## src/logic/drv_regs.svh

```systemverilog
// Purpose: offsets, field positions, reset values and timing counts
// Assumes: 32-bit register words at byte addresses
// Notes:   included by the top level, the checker and the bench
`ifndef DRV_REGS_SVH
`define DRV_REGS_SVH

// register byte addresses
`define DRV_CTRL0_ADDR    8'h00
`define DRV_CTRL1_ADDR    8'h04
`define DRV_STAT0_ADDR    8'h08
`define DRV_STAT1_ADDR    8'h0c

// control word 0 fields
`define DRV_ON_LSB        0
`define DRV_DUTY_BIT      16
`define DRV_MON_ALT_BIT   17
`define DRV_MON_SEL_LSB   18
`define DRV_RECOV_DIS_BIT 20
`define DRV_ACTIVE_BIT    23

// control word 1 and status word 0 fields
`define DRV_LOW_LSB       0
`define DRV_HIGH_LSB      16

// status word 1 fields
`define DRV_OV_BIT        0
`define DRV_UV_BIT        1
`define DRV_TW_BIT        2
`define DRV_TSD_BIT       3
`define DRV_ST_ACTIVE_BIT 4

// reset value of every register
`define DRV_REG_RESET     32'h0000_0000

// timing
`define DRV_CLK_NS        5
`define DRV_DIAG_FILT_NS  32000
`define DRV_OL_FILT_NS    1000000
`define DRV_OFF_MULT_12   7
`define DRV_OFF_MULT_25   3

`endif

```

## src/logic/drv_pkg.sv

```systemverilog
// Purpose: shared types of the driver protection block
// Assumes: eleven output stages
// Notes:   numbers live in drv_regs.svh
package drv_pkg;

    typedef struct packed {
        logic        active;
        logic        recov_dis;
        logic [1:0]  mon_sel;
        logic        mon_alt;
        logic        duty_long;
        logic [10:0] on;
    } ctrl0_s;

    // ov in bit 0, matching the synchroniser slice and status word 1
    typedef struct packed {
        logic tsd;
        logic tw;
        logic uv;
        logic ov;
    } supply_s;

endpackage

```

## src/logic/diag_filter.sv

```systemverilog
// Purpose: persistence filter for one raw diagnostic condition
// Assumes: raw already synchronised to ref_clk
// Notes:   hit stays high while the condition persists past LIMIT
module diag_filter #(
    parameter int LIMIT = 6400
) (
    // clock and reset
    input  wire logic ref_clk,
    input  wire logic reset_n,
    // condition
    input  wire logic raw,
    input  wire logic enable,
    output logic      hit
);
    localparam int CW = $clog2(LIMIT + 1);
    localparam logic [CW-1:0] LIM = CW'(LIMIT);

    logic [CW-1:0] cnt_reg;
    logic [CW-1:0] cnt_next;

    always_comb begin
        cnt_next = '0;
        if (raw && enable) begin
            cnt_next = (cnt_reg == LIM) ? cnt_reg : cnt_reg + CW'(1);
        end
    end

    always_ff @(posedge ref_clk) begin
        if (!reset_n) begin
            cnt_reg <= '0;
        end else begin
            cnt_reg <= cnt_next;
        end
    end

    assign hit = (cnt_reg == LIM);
endmodule

```

## src/logic/recovery_timer.sv

```systemverilog
// Purpose: over-current trip state of one driver with optional recovery
// Assumes: trip is the filtered over-current level
// Notes:   off time is a multiple of the filter time, giving the duty
module recovery_timer #(
    parameter int OFF_SHORT = 19200,
    parameter int OFF_LONG  = 44800
) (
    // clock and reset
    input  wire logic ref_clk,
    input  wire logic reset_n,
    // control
    input  wire logic trip,
    input  wire logic flag_clr,
    input  wire logic recov_en,
    input  wire logic duty_long,
    input  wire logic kill,
    output logic      tripped
);
    localparam int CW = $clog2(OFF_LONG + 1);

    logic          trip_reg;
    logic          trip_next;
    logic [CW-1:0] cnt_reg;
    logic [CW-1:0] cnt_next;
    logic [CW-1:0] off_len;

    assign off_len = duty_long ? CW'(OFF_SHORT) : CW'(OFF_LONG);

    always_comb begin
        trip_next = trip_reg;
        cnt_next  = '0;
        if (kill) begin
            trip_next = 1'b0;
        end else if (trip) begin
            trip_next = 1'b1;
        end else if (trip_reg && recov_en) begin
            cnt_next = cnt_reg + CW'(1);
            if (cnt_reg >= off_len - CW'(1)) begin
                trip_next = 1'b0;
                cnt_next  = '0;
            end
        end else if (flag_clr) begin
            trip_next = 1'b0;
        end
    end

    always_ff @(posedge ref_clk) begin
        if (!reset_n) begin
            trip_reg <= 1'b0;
            cnt_reg  <= '0;
        end else begin
            trip_reg <= trip_next;
            cnt_reg  <= cnt_next;
        end
    end

    assign tripped = trip_reg;
endmodule

```

## src/logic/driver_protection_diagnostics.sv

```systemverilog
// Purpose: mode, protection and diagnostic logic of an 11-output driver bank
// Assumes: analog comparators arrive asynchronously; registers on a plain port
// Notes:   out_enable low means the stage is in high impedance
// How it works
// - low logic supply forces every output off and clears all status.
// - writing bit 23 low enters standby and clears latched data.
// - writing bit 23 high makes the device active.
// - diagnostic flags other than open load set only after 32 us of unbroken condition.
// - open load sets its flag after 1 ms of low current.
// - open load is watched only on stages that are switched on.
// - open load and temperature warning never switch drivers.
// - filtered over-current sets its flag and switches off that driver.
// - without recovery a tripped driver waits for its flag to be cleared.
// - supply overvoltage puts all eleven outputs in high impedance.
// - supply undervoltage puts all outputs in high impedance.
// - with bit 20 low outputs return by themselves after supply recovers.
// - with bit 20 high outputs return only after software clears flags.
// - first temperature threshold sets a readable warning flag.
// - second threshold sets shutdown flag and switches all stages off.
// - stages return after cooling and software clearing the shutdown flag.
// - bits 18 and 19 pick the stage routed to the current monitor.
// - monitor pin is two-way, also the second pulse-width input.
// - all modes set and all diagnostics read through the register port.
// - with recovery set a tripped driver restarts at 12 or 25 % duty.
// - with pulse enable set an output is its bit ANDed with its pulse input.
`include "drv_regs.svh"
module driver_protection_diagnostics
    import drv_pkg::*;
#(
    parameter int NUM_OUT      = 11,
    parameter int DIAG_FILT_CYC =
        (`DRV_DIAG_FILT_NS + `DRV_CLK_NS - 1) / `DRV_CLK_NS,
    parameter int OL_FILT_CYC  =
        (`DRV_OL_FILT_NS + `DRV_CLK_NS - 1) / `DRV_CLK_NS
) (
    // clock and reset
    input  wire logic               ref_clk,
    input  wire logic               reset_n,
    // register port
    input  wire logic [7:0]         reg_addr,
    input  wire logic [31:0]        reg_wdata,
    input  wire logic               reg_wr,
    input  wire logic               reg_rd,
    output logic      [31:0]        reg_rdata,
    // analog comparators, asynchronous
    input  wire logic               logic_supply_low,
    input  wire logic [NUM_OUT-1:0] overcurrent_raw,
    input  wire logic [NUM_OUT-1:0] open_load_raw,
    input  wire logic               supply_overvoltage_raw,
    input  wire logic               supply_undervoltage_raw,
    input  wire logic               temp_warning_raw,
    input  wire logic               temp_shutdown_raw,
    // pulse-width inputs and monitor pin
    input  wire logic               first_pulse_width_input,
    input  wire logic               monitor_and_second_pulse_pin_in,
    output logic                    monitor_and_second_pulse_pin_out,
    output logic                    monitor_and_second_pulse_pin_oe,
    // power stage controls
    output logic      [NUM_OUT-1:0] out_enable,
    output logic      [4:0]         monitor_select
);
    localparam int SW = 2 * NUM_OUT + 7;
    localparam int OFF_SHORT = DIAG_FILT_CYC * `DRV_OFF_MULT_25;
    localparam int OFF_LONG  = DIAG_FILT_CYC * `DRV_OFF_MULT_12;

    // two-flop synchronisers; first stage feeds only the second
    logic [SW-1:0] sync1_reg;
    logic [SW-1:0] sync2_reg;
    logic [SW-1:0] async_in;

    assign async_in = {monitor_and_second_pulse_pin_in, first_pulse_width_input,
                       logic_supply_low, temp_shutdown_raw, temp_warning_raw,
                       supply_undervoltage_raw, supply_overvoltage_raw,
                       open_load_raw, overcurrent_raw};

    always_ff @(posedge ref_clk) begin
        if (!reset_n) begin
            sync1_reg <= '0;
            sync2_reg <= '0;
        end else begin
            sync1_reg <= async_in;
            sync2_reg <= sync1_reg;
        end
    end

    logic [NUM_OUT-1:0] oc_s;
    logic [NUM_OUT-1:0] ol_s;
    supply_s            sup_s;
    logic               vcc_low_s;
    logic               first_pulse_width_input_s;
    logic               pwm2_s;

    assign oc_s      = sync2_reg[NUM_OUT-1:0];
    assign ol_s      = sync2_reg[2*NUM_OUT-1:NUM_OUT];
    assign sup_s     = sync2_reg[2*NUM_OUT+3:2*NUM_OUT];
    assign vcc_low_s = sync2_reg[2*NUM_OUT+4];
    assign first_pulse_width_input_s    = sync2_reg[2*NUM_OUT+5];
    assign pwm2_s    = sync2_reg[2*NUM_OUT+6];

    // register state
    ctrl0_s             ctrl0_reg;
    ctrl0_s             ctrl0_next;
    logic [NUM_OUT-1:0] recov_en_reg;
    logic [NUM_OUT-1:0] recov_en_next;
    logic [NUM_OUT-1:0] pwm_en_reg;
    logic [NUM_OUT-1:0] pwm_en_next;
    logic [NUM_OUT-1:0] oc_flag_reg;
    logic [NUM_OUT-1:0] oc_flag_next;
    logic [NUM_OUT-1:0] ol_flag_reg;
    logic [NUM_OUT-1:0] ol_flag_next;
    supply_s            sup_flag_reg;
    supply_s            sup_flag_next;
    logic [31:0]        rdata_reg;
    logic [31:0]        rdata_next;
    logic [NUM_OUT-1:0] out_en_reg;
    logic [NUM_OUT-1:0] out_en_next;
    logic [4:0]         mon_reg;
    logic [4:0]         mon_next;
    logic               mon_oe_reg;
    logic               mon_oe_next;

    // filter results
    logic [NUM_OUT-1:0] oc_hit;
    logic [NUM_OUT-1:0] ol_hit;
    logic [3:0]         sup_hit;
    supply_s            sup_hit_s;
    logic [NUM_OUT-1:0] tripped;
    logic               diag_on;
    logic               clr_all;
    logic               wr_ctrl0;
    logic               wr_ctrl1;
    logic               wr_stat0;
    logic               wr_stat1;
    logic [NUM_OUT-1:0] oc_clr;

    assign wr_ctrl0 = reg_wr && (reg_addr == `DRV_CTRL0_ADDR);
    assign wr_ctrl1 = reg_wr && (reg_addr == `DRV_CTRL1_ADDR);
    assign wr_stat0 = reg_wr && (reg_addr == `DRV_STAT0_ADDR);
    assign wr_stat1 = reg_wr && (reg_addr == `DRV_STAT1_ADDR);
    assign oc_clr   = wr_stat0 ? reg_wdata[`DRV_LOW_LSB +: NUM_OUT] : '0;

    assign clr_all = vcc_low_s || !ctrl0_reg.active;
    assign diag_on = ctrl0_reg.active && !vcc_low_s;
    assign sup_hit_s = sup_hit;

    genvar g;
    generate
        for (g = 0; g < 4; g++) begin : g_sup
            diag_filter #(.LIMIT(DIAG_FILT_CYC)) u_sup (
                .ref_clk (ref_clk),
                .reset_n (reset_n),
                .raw     (sup_s[g]),
                .enable  (diag_on),
                .hit     (sup_hit[g])
            );
        end
        for (g = 0; g < NUM_OUT; g++) begin : g_out
            diag_filter #(.LIMIT(DIAG_FILT_CYC)) u_oc (
                .ref_clk (ref_clk),
                .reset_n (reset_n),
                .raw     (oc_s[g]),
                .enable  (diag_on),
                .hit     (oc_hit[g])
            );
            diag_filter #(.LIMIT(OL_FILT_CYC)) u_ol (
                .ref_clk (ref_clk),
                .reset_n (reset_n),
                .raw     (ol_s[g]),
                .enable  (diag_on && out_en_reg[g]),
                .hit     (ol_hit[g])
            );
            recovery_timer #(
                .OFF_SHORT (OFF_SHORT),
                .OFF_LONG  (OFF_LONG)
            ) u_rec (
                .ref_clk   (ref_clk),
                .reset_n   (reset_n),
                .trip      (oc_hit[g]),
                .flag_clr  (oc_clr[g]),
                .recov_en  (recov_en_reg[g]),
                .duty_long (ctrl0_reg.duty_long),
                .kill      (clr_all),
                .tripped   (tripped[g])
            );
        end
    endgenerate

    always_comb begin
        ctrl0_next    = ctrl0_reg;
        recov_en_next = recov_en_reg;
        pwm_en_next   = pwm_en_reg;
        if (wr_ctrl0) begin
            ctrl0_next.on        = reg_wdata[`DRV_ON_LSB +: NUM_OUT];
            ctrl0_next.duty_long = reg_wdata[`DRV_DUTY_BIT];
            ctrl0_next.mon_alt   = reg_wdata[`DRV_MON_ALT_BIT];
            ctrl0_next.mon_sel   = reg_wdata[`DRV_MON_SEL_LSB +: 2];
            ctrl0_next.recov_dis = reg_wdata[`DRV_RECOV_DIS_BIT];
            ctrl0_next.active    = reg_wdata[`DRV_ACTIVE_BIT];
        end
        if (wr_ctrl1) begin
            recov_en_next = reg_wdata[`DRV_LOW_LSB +: NUM_OUT];
            pwm_en_next   = reg_wdata[`DRV_HIGH_LSB +: NUM_OUT];
        end
        if (!ctrl0_next.active) begin
            ctrl0_next    = '0;
            recov_en_next = '0;
            pwm_en_next   = '0;
        end
    end

    // status flags; a set in the clearing cycle wins
    always_comb begin
        ol_flag_next  = ol_flag_reg;
        oc_flag_next  = oc_flag_reg & ~oc_clr;
        sup_flag_next = sup_flag_reg;
        if (wr_stat0) begin
            ol_flag_next = ol_flag_reg & ~reg_wdata[`DRV_HIGH_LSB +: NUM_OUT];
        end
        if (wr_stat1) begin
            sup_flag_next = sup_flag_reg & ~reg_wdata[`DRV_OV_BIT +: 4];
        end
        ol_flag_next  = ol_flag_next | ol_hit;
        oc_flag_next  = oc_flag_next | oc_hit;
        sup_flag_next = sup_flag_next | sup_hit_s;
        if (clr_all) begin
            ol_flag_next  = '0;
            oc_flag_next  = '0;
            sup_flag_next = '0;
        end
    end

    // output drive
    logic               supply_block;
    logic               temp_block;
    logic [NUM_OUT-1:0] pwm_gate;

    // auto return; else wait for clear
    assign supply_block = sup_hit_s.ov || sup_hit_s.uv ||
                          (ctrl0_reg.recov_dis && (sup_flag_reg.ov || sup_flag_reg.uv));
    assign temp_block   = sup_hit_s.tsd || sup_flag_reg.tsd;

    // outputs 9 and 10 use the pin input
    generate
        for (g = 0; g < NUM_OUT; g++) begin : g_pwm
            if (g == 8 || g == 9) begin : g_p2
                assign pwm_gate[g] = !pwm_en_reg[g] || pwm2_s;
            end else begin : g_p1
                assign pwm_gate[g] = !pwm_en_reg[g] || first_pulse_width_input_s;
            end
        end
    endgenerate

    always_comb begin
        out_en_next = ctrl0_reg.on & pwm_gate & ~tripped;
        // warning and open load not used here
        if (!diag_on || supply_block || temp_block) begin
            out_en_next = '0;
        end
    end

    // monitor routing, one-hot to analog mux
    always_comb begin
        mon_next = '0;
        if (diag_on) begin
            unique case (ctrl0_reg.mon_sel)
                2'h0: mon_next = 5'h01;
                2'h1: mon_next = 5'h02;
                2'h2: mon_next = 5'h04;
                2'h3: mon_next = ctrl0_reg.mon_alt ? 5'h10 : 5'h08;
            endcase
        end
        // pin drives only while diag_on and not used as pulse input
        mon_oe_next = diag_on && !pwm_en_reg[8] && !pwm_en_reg[9];
    end

    // read data one cycle after the strobe, unmapped reads zero
    always_comb begin
        rdata_next = `DRV_REG_RESET;
        if (reg_rd) begin
            unique case (reg_addr)
                `DRV_CTRL0_ADDR: begin
                    rdata_next[`DRV_ON_LSB +: NUM_OUT] = ctrl0_reg.on;
                    rdata_next[`DRV_DUTY_BIT]          = ctrl0_reg.duty_long;
                    rdata_next[`DRV_MON_ALT_BIT]       = ctrl0_reg.mon_alt;
                    rdata_next[`DRV_MON_SEL_LSB +: 2]  = ctrl0_reg.mon_sel;
                    rdata_next[`DRV_RECOV_DIS_BIT]     = ctrl0_reg.recov_dis;
                    rdata_next[`DRV_ACTIVE_BIT]        = ctrl0_reg.active;
                end
                `DRV_CTRL1_ADDR: begin
                    rdata_next[`DRV_LOW_LSB +: NUM_OUT]  = recov_en_reg;
                    rdata_next[`DRV_HIGH_LSB +: NUM_OUT] = pwm_en_reg;
                end
                `DRV_STAT0_ADDR: begin
                    rdata_next[`DRV_LOW_LSB +: NUM_OUT]  = oc_flag_reg;
                    rdata_next[`DRV_HIGH_LSB +: NUM_OUT] = ol_flag_reg;
                end
                `DRV_STAT1_ADDR: begin
                    rdata_next[`DRV_OV_BIT +: 4]     = sup_flag_reg;
                    rdata_next[`DRV_ST_ACTIVE_BIT]   = ctrl0_reg.active;
                end
                default: rdata_next = `DRV_REG_RESET;
            endcase
        end
    end

    always_ff @(posedge ref_clk) begin
        if (!reset_n) begin
            ctrl0_reg    <= '0;
            recov_en_reg <= '0;
            pwm_en_reg   <= '0;
            oc_flag_reg  <= '0;
            ol_flag_reg  <= '0;
            sup_flag_reg <= '0;
            rdata_reg    <= '0;
            out_en_reg   <= '0;
            mon_reg      <= '0;
            mon_oe_reg   <= 1'b0;
        end else begin
            ctrl0_reg    <= ctrl0_next;
            recov_en_reg <= recov_en_next;
            pwm_en_reg   <= pwm_en_next;
            oc_flag_reg  <= oc_flag_next;
            ol_flag_reg  <= ol_flag_next;
            sup_flag_reg <= sup_flag_next;
            rdata_reg    <= rdata_next;
            out_en_reg   <= out_en_next;
            mon_reg      <= mon_next;
            mon_oe_reg   <= mon_oe_next;
        end
    end

    // analog current image leaves through the pad, digital level is low
    assign monitor_and_second_pulse_pin_out = 1'b0;
    assign monitor_and_second_pulse_pin_oe  = mon_oe_reg;
    assign reg_rdata      = rdata_reg;
    assign out_enable     = out_en_reg;
    assign monitor_select = mon_reg;
endmodule

```

## config.mk

```make
export PLATFORM = sky130hd
export DESIGN_NAME = driver_protection_diagnostics
export DESIGN_NICKNAME = d
export VERILOG_FILES = /design/src/logic/drv_pkg.sv /design/src/logic/diag_filter.sv /design/src/logic/recovery_timer.sv /design/src/logic/driver_protection_diagnostics.sv
export VERILOG_INCLUDE_DIRS = /design/src /design/src/logic
export SDC_FILE = /design/constraint.sdc
export NUM_CORES = 1
export LEC_CHECK = 0
export ABC_AREA = 1
export BUFFER_PORTS_ARGS = -buffer_cell sky130_fd_sc_hd__buf_2
export CAP_MARGIN = 20
export CORE_MARGIN = 1
export CORE_UTILIZATION = 37
export DETAILED_ROUTE_END_ITERATION = 7
export GPL_ROUTABILITY_DRIVEN = 0
export PLACE_DENSITY = 0.54
export RECOVER_POWER = 25
export SETUP_SLACK_MARGIN = 0.1
export SLEW_MARGIN = 5
export SYNTH_ARGS = -nofsm -noshare
export SYNTH_HDL_FRONTEND = slang
export SYNTH_SLANG_ARGS = --single-unit
```

## constraint.sdc

```tcl
create_clock -name ref_clk -period 7.1 [get_ports ref_clk]
set_clock_uncertainty 0.1 [all_clocks]
set_input_delay 0 -clock ref_clk [delete_from_list [all_inputs] [get_ports ref_clk]]
set_output_delay 0 -clock ref_clk [all_outputs]
set_load 0.005 [all_outputs]
```

Word level (Yosys, flattened, before mapping)
Index checks and enable logic that the tools add are counted.
{"block": "op_classes", "add_sub_neg": 38, "bitwise": 24, "muxes": 58, "n_reduce_logical": 154, "magnitude_cmp": 11, "eq_ne": 43}
{"operator": "$add A18 B1 Y18 const B", "n": 11}
{"operator": "$eq A18 B18 Y1 const B", "n": 11}
{"operator": "$add A13 B1 Y13 const B", "n": 15}
{"operator": "$eq A13 B13 Y1 const B", "n": 15}
{"operator": "$add A16 B1 Y16 const B", "n": 11}
{"operator": "$ge A16 B16 Y1", "n": 11}
{"operator": "$reduce_and A2 Y1", "n": 40}
{"operator": "$logic_and A1 B1 Y1", "n": 56}
{"operator": "$reduce_or A5 Y1", "n": 11}
{"operator": "$and A11 B11 Y11", "n": 4}
{"operator": "$mux W1", "n": 44}
{"operator": "$pmux W5 S4", "n": 2}
{"operator": "$mux W17", "n": 2}
{"operator": "$ne A3 B3 Y1 const B", "n": 11}
{"operator": "$not A11 Y11", "n": 3}
{"operator": "$reduce_bool A3 Y1", "n": 11}
{"operator": "$mux W11", "n": 2}
{"operator": "$or A11 B11 Y11", "n": 2}
{"operator": "$logic_or A1 B1 Y1", "n": 18}
{"operator": "$pmux W6 S3", "n": 1}
{"operator": "$eq A8 B4 Y1 const B", "n": 2}
{"operator": "$mux W16", "n": 1}
{"operator": "$sub A16 B1 Y16 const B", "n": 1}
{"operator": "$pmux W5 S3", "n": 1}
{"operator": "other kinds (16)", "n": 42}
{"block": "word_totals", "in_bits": 73, "elab_cells": 397, "ff_bits": 752}

Depth between registers and ports, before layout
{"block": "depth", "depth_word": 6, "ltp_mapped": 12, "ltp_nobuf": 11}

Hierarchy
From an unflattened synthesis, not the netlist that was laid out.
{"block": "hier_totals", "hier_cells": 5883, "area_unflattened_um2": 39561.7}
{"module": "diag_filter at g_out[0].u_oc ...", "area_each_um2": 752.0, "cells_each": 120, "n_inst": 15}
{"module": "diag_filter at g_out[0].u_ol ...", "area_each_um2": 1007.2, "cells_each": 154, "n_inst": 11}
{"module": "recovery_timer at g_out[0].u_rec ...", "area_each_um2": 992.2, "cells_each": 137, "n_inst": 9}
{"module": "driver_protection_diagnostics", "area_each_um2": 6278.5, "cells_each": 874, "n_inst": 1}
{"module": "recovery_timer at g_out[4].u_rec", "area_each_um2": 1009.7, "cells_each": 142, "n_inst": 1}
{"module": "recovery_timer at g_out[9].u_rec", "area_each_um2": 984.7, "cells_each": 140, "n_inst": 1}

Worst setup path before layout
No wires, ideal clock.
{"block": "synth_timing", "path_type": "flip-flop to flip-flop", "startpoint": "register ctrl0_reg[11] in the netlist's numbering", "endpoint": "register g_out[5].u_rec.cnt_reg[10]", "slack_ns": 4.266, "arrival_ns": 2.618, "path_stages_with_launch": 13, "period_less_slack_ns": 2.834, "required_ns": 6.884, "n_path_buf": 1, "path_cell_list": "dfxtp_1 > inv_1 > ha_1 > nand2_1 > nor2_1 > nand2_1 > nor2_1 > nor2_1 > nand2_1 > nor2_1 > nand3_1 > buf_2 > nor2_1"}
{"block": "synth_via", "elab_chain_cells": 4}
{"item": "start, declared", "line": "driver_protection_diagnostics.sv:101", "text": "ctrl0_s ctrl0_reg;"}
{"item": "start signal, assigned", "line": "driver_protection_diagnostics.sv:319", "text": "ctrl0_reg <= ctrl0_next;"}
{"item": "$mux W16", "line": "recovery_timer.sv:27", "text": "assign off_len = duty_long ? CW'(OFF_SHORT) : CW'(OFF_LONG);"}
{"item": "$sub A16 B1 Y16", "line": "recovery_timer.sv:38", "text": "if (cnt_reg >= off_len - CW'(1)) begin"}
{"item": "$ge A16 B16 Y1", "line": "recovery_timer.sv:38"}
{"item": "$reduce_or A5 Y1 (no line)"}
{"item": "end signal, assigned", "line": "recovery_timer.sv:53", "text": "cnt_reg <= cnt_next;"}
{"item": "end, declared", "line": "recovery_timer.sv:23", "text": "logic [CW-1:0] cnt_reg;"}
No other way between the ends.
A chain may end at the register's enable or synchronous reset.

Final worst setup path
{"block": "layout_timing", "startpoint": "input port reset_n", "endpoint": "register out_en_reg[8] (netlist: out_enable[8])"}
{"block": "layout_via", "elab_chain_cells": 2}
{"item": "start, declared", "line": "driver_protection_diagnostics.sv:38", "text": "input wire logic reset_n,"}
{"item": "$not A1 Y1 (no line)"}
{"item": "$reduce_or A2 Y1 (no line)"}
{"item": "end signal, assigned", "line": "driver_protection_diagnostics.sv:326", "text": "out_en_reg <= out_en_next;"}
{"item": "end, declared", "line": "driver_protection_diagnostics.sv:115", "text": "logic [NUM_OUT-1:0] out_en_reg;"}
No other way between the ends.

==> flow_summary.toml <==
[routing]
vias = 29800
drtAntennaViolNets = 0
vias_per_cell = 4.68
drcViolationCount = 0
drt_iter0_markers = 1689
wl_per_cell_um = 12.9
firstDrtPassIters = 5
wirelength_um = 82000

[critical_path]
critPathKind = "in2reg"
crit_arrival_ps = 5150
required_ps = 7490
crit_path_end_kind = "register"
cp_max_fo = 36
crit_path_start_kind = "input port"
r2r_slack_ps = 3550

[logic_synthesis]
async_flop_share_pct = 0
synth_top_area_cell = "dfxtp_1"
synth.area.top_cells = "dfxtp_1 43%, nand2_1 11%, inv_1 7.7%"
syn_area_um2 = 34400
synth.distinct_cells = 50
synth_area_per_cell_um2 = 7.16
synth-main-ff-cell = "dfxtp_1"
ys_ff_latch = 742
netlist.area_leader.share_pct = 43.2
ys_seq_area_share_pct = 43.2
yosysWarnings = 0
synth_edf_count = 0
postSynthCellCount = 4802

[sta]
finalMaxSlewViolations = 101
hold_violations = 0
setup_tns_ps = 0
slew_headroom_pct = -34.6
worst_slew_pin_slew_ps = 2020
setup_viol = 0
rsz0062_at_grt = "no"
fmax_mhz = 210
fin_crit_sh_pct = 67.0
fin_crit_ps = 4760
postLayoutSetupSlackWorst_ps = 2340

[power]
ir_drop_mv = 0.124
clock_power_share_pct = 50.5
p_seq_share_pct = 48.1
swShare_pct = 20.6
pwr-share-comb_pct = 1.3
p_leak_nw = 14.1
p_sw_mw = 1.79
power.density_nw_per_um2 = 217
internal-power_mw = 6.91

[floorplanning]
num_io_pins = 123
rows = 111
fp.coreArea_um2 = 91800
die_h_um = 307
die_width_um = 307
start_util_pct = 37.4
die-area_um2 = 94100

[cells_and_area]
stdcell_count = 6363
nets = 5235
largest_reg_flops = 198
final_cell_mix = "1004 x nand2_1, 741 x dfxtp_1, 714 x inv_1"
area_growth_pct = 16.7
design_area_um2 = 40100
drive_above_1_share_pct = 6.43
seq_area_um2 = 14900
multi_input_area_um2 = 16300
layout_commonest_cell = "nand2_1"
fillers = 9441

[status]
violations = "max-capacitance violations, max-slew violations"
status = "finished, violations left"

[clocking]
cts_root_buf = "clkbuf_16"
ctsResizeCount = 0
cts_setup_buffers = 0
clk_path_buf_depth = 3
clock-sinks = 742
worst_skew_pair.late_latency_ps = 630
clk_pin_slew_worst_paths_ps = 60
cts_tree = "built"
cts_made_buffers = 84
h-tree-depth = 3

[placement]
hpwlAfterDp_um = 58300
placed_cells = 6084
port_buffers = 101
place_ws_ps = 4040
placed_cell_area_um2 = 36100

[grt]
grtUsageTotal_pct = 17.4
top_usage_layer = "met2"
grt_antenna_before_repair = 11
grt_max_degree = 56
first_global_vias = 27700
grt_pass1_wl_um = 136000
grt_overflow = 0
met3_usage_pct = 3.00
grt_util_met2_pct = 27.0
use_met1_pct = 24.7

[job]
drv_cap = 3

[hold_path]
hold_path.class = "in2reg"
synth_stat cells (7+ instances only):
master / instances
xnor2_1: 42
or2_2: 35
buf_2: 27
nand3_2: 9
nand3_1: 278
nor2_2: 7
o21ai_1: 68
a21oi_2: 10
buf_4: 21
o21a_1: 17
inv_1: 707
clkbuf_1: 21
nor4_1: 13
nand2_4: 8
a21oi_1: 447
xor2_1: 103
nor2_1: 600
nand4_1: 106
a31oi_1: 8
ha_1: 107
dfxtp_1: 742
nor3_2: 12
nor3_1: 168
nand2_1: 997
o21ai_0: 141
inv_2: 25
nand3_4: 7
nand3b_1: 13
a211oi_1: 7
layout make-up:
type	count	share of cell area, %
multi-input combinational	3256	40.6
sequential	742	37.1
inverter	734	6.87
clock buffer	125	6.42
timing repair buffer	237	4.52
tap	1243	3.88
clock inverter	22	0.593
antenna	4	0.0250
stage by stage:
step | hold slack, ps | power (mW) | utilization (%)
after floorplan | -2.37 | 4.31 | -
final | 29.1 | 8.70 | 43.7
after global routing | 34.1 | 9.01 | 43.7
after detailed placement | 84.7 | 4.34 | 39.3
after global placement | 81.2 | 4.34 | 39.3
after CTS | 1.25 | 8.84 | 43.8
metal layers:
metal | routed length (µm) | up-vias
li1 | - | 15900
met1 | 41600 | 13300
met2 | 34500 | 473
met3 | 3870 | 130
met4 | 1900 | 16
met5 | 116 | -
power by group through the flow:
stage | logic [mW] | registers [mW] | clock network (mW)
after floorplan | 0.0312 | 4.28 | 0
after global placement | 0.0657 | 4.28 | 0
after detailed placement | 0.0657 | 4.28 | 0
after CTS | 0.115 | 4.19 | 4.54
after global routing | 0.127 | 4.18 | 4.70
final | 0.117 | 4.19 | 4.40
repair_timing:
action / in CTS / in global routing
endpoints found under the hold margin: 133 / 0
setup endpoints to repair: 0 / 0
hold buffers: 128 / 0
worst max-delay path, cell delays in order:
cell and delay [ps]:
dlygate4sd3_1 520, clkbuf_1 1310, nand2_1 830, clkbuf_1 940, nor3_1 440, nand4_1 530, nor2_1 540
path summary, 6_finish.rpt:
path / endpoint / start / cells after the start
worst max-delay path: out_enable[8] / reset_n / 7
worst min-delay path: sync1_reg[15] / open_load_raw[4] / 4
worst max register to register: out_enable[8] / ctrl0_reg[16] / 7
worst min register to register: sync2_reg[12] / sync1_reg[12] / 2
cells by family after synthesis:
group	after synthesis	synth area share, %
and+or+nand+nor	2279	28.9
buffers and inverters	814	9.35
DFF	742	43.2
AOI/OAI and AO/OA	714	10.9
xor gates and xnor gates	145	3.70
adders and majority gates	107	3.90
other	1	0.0109
Power figures use the tool's default switching activity.
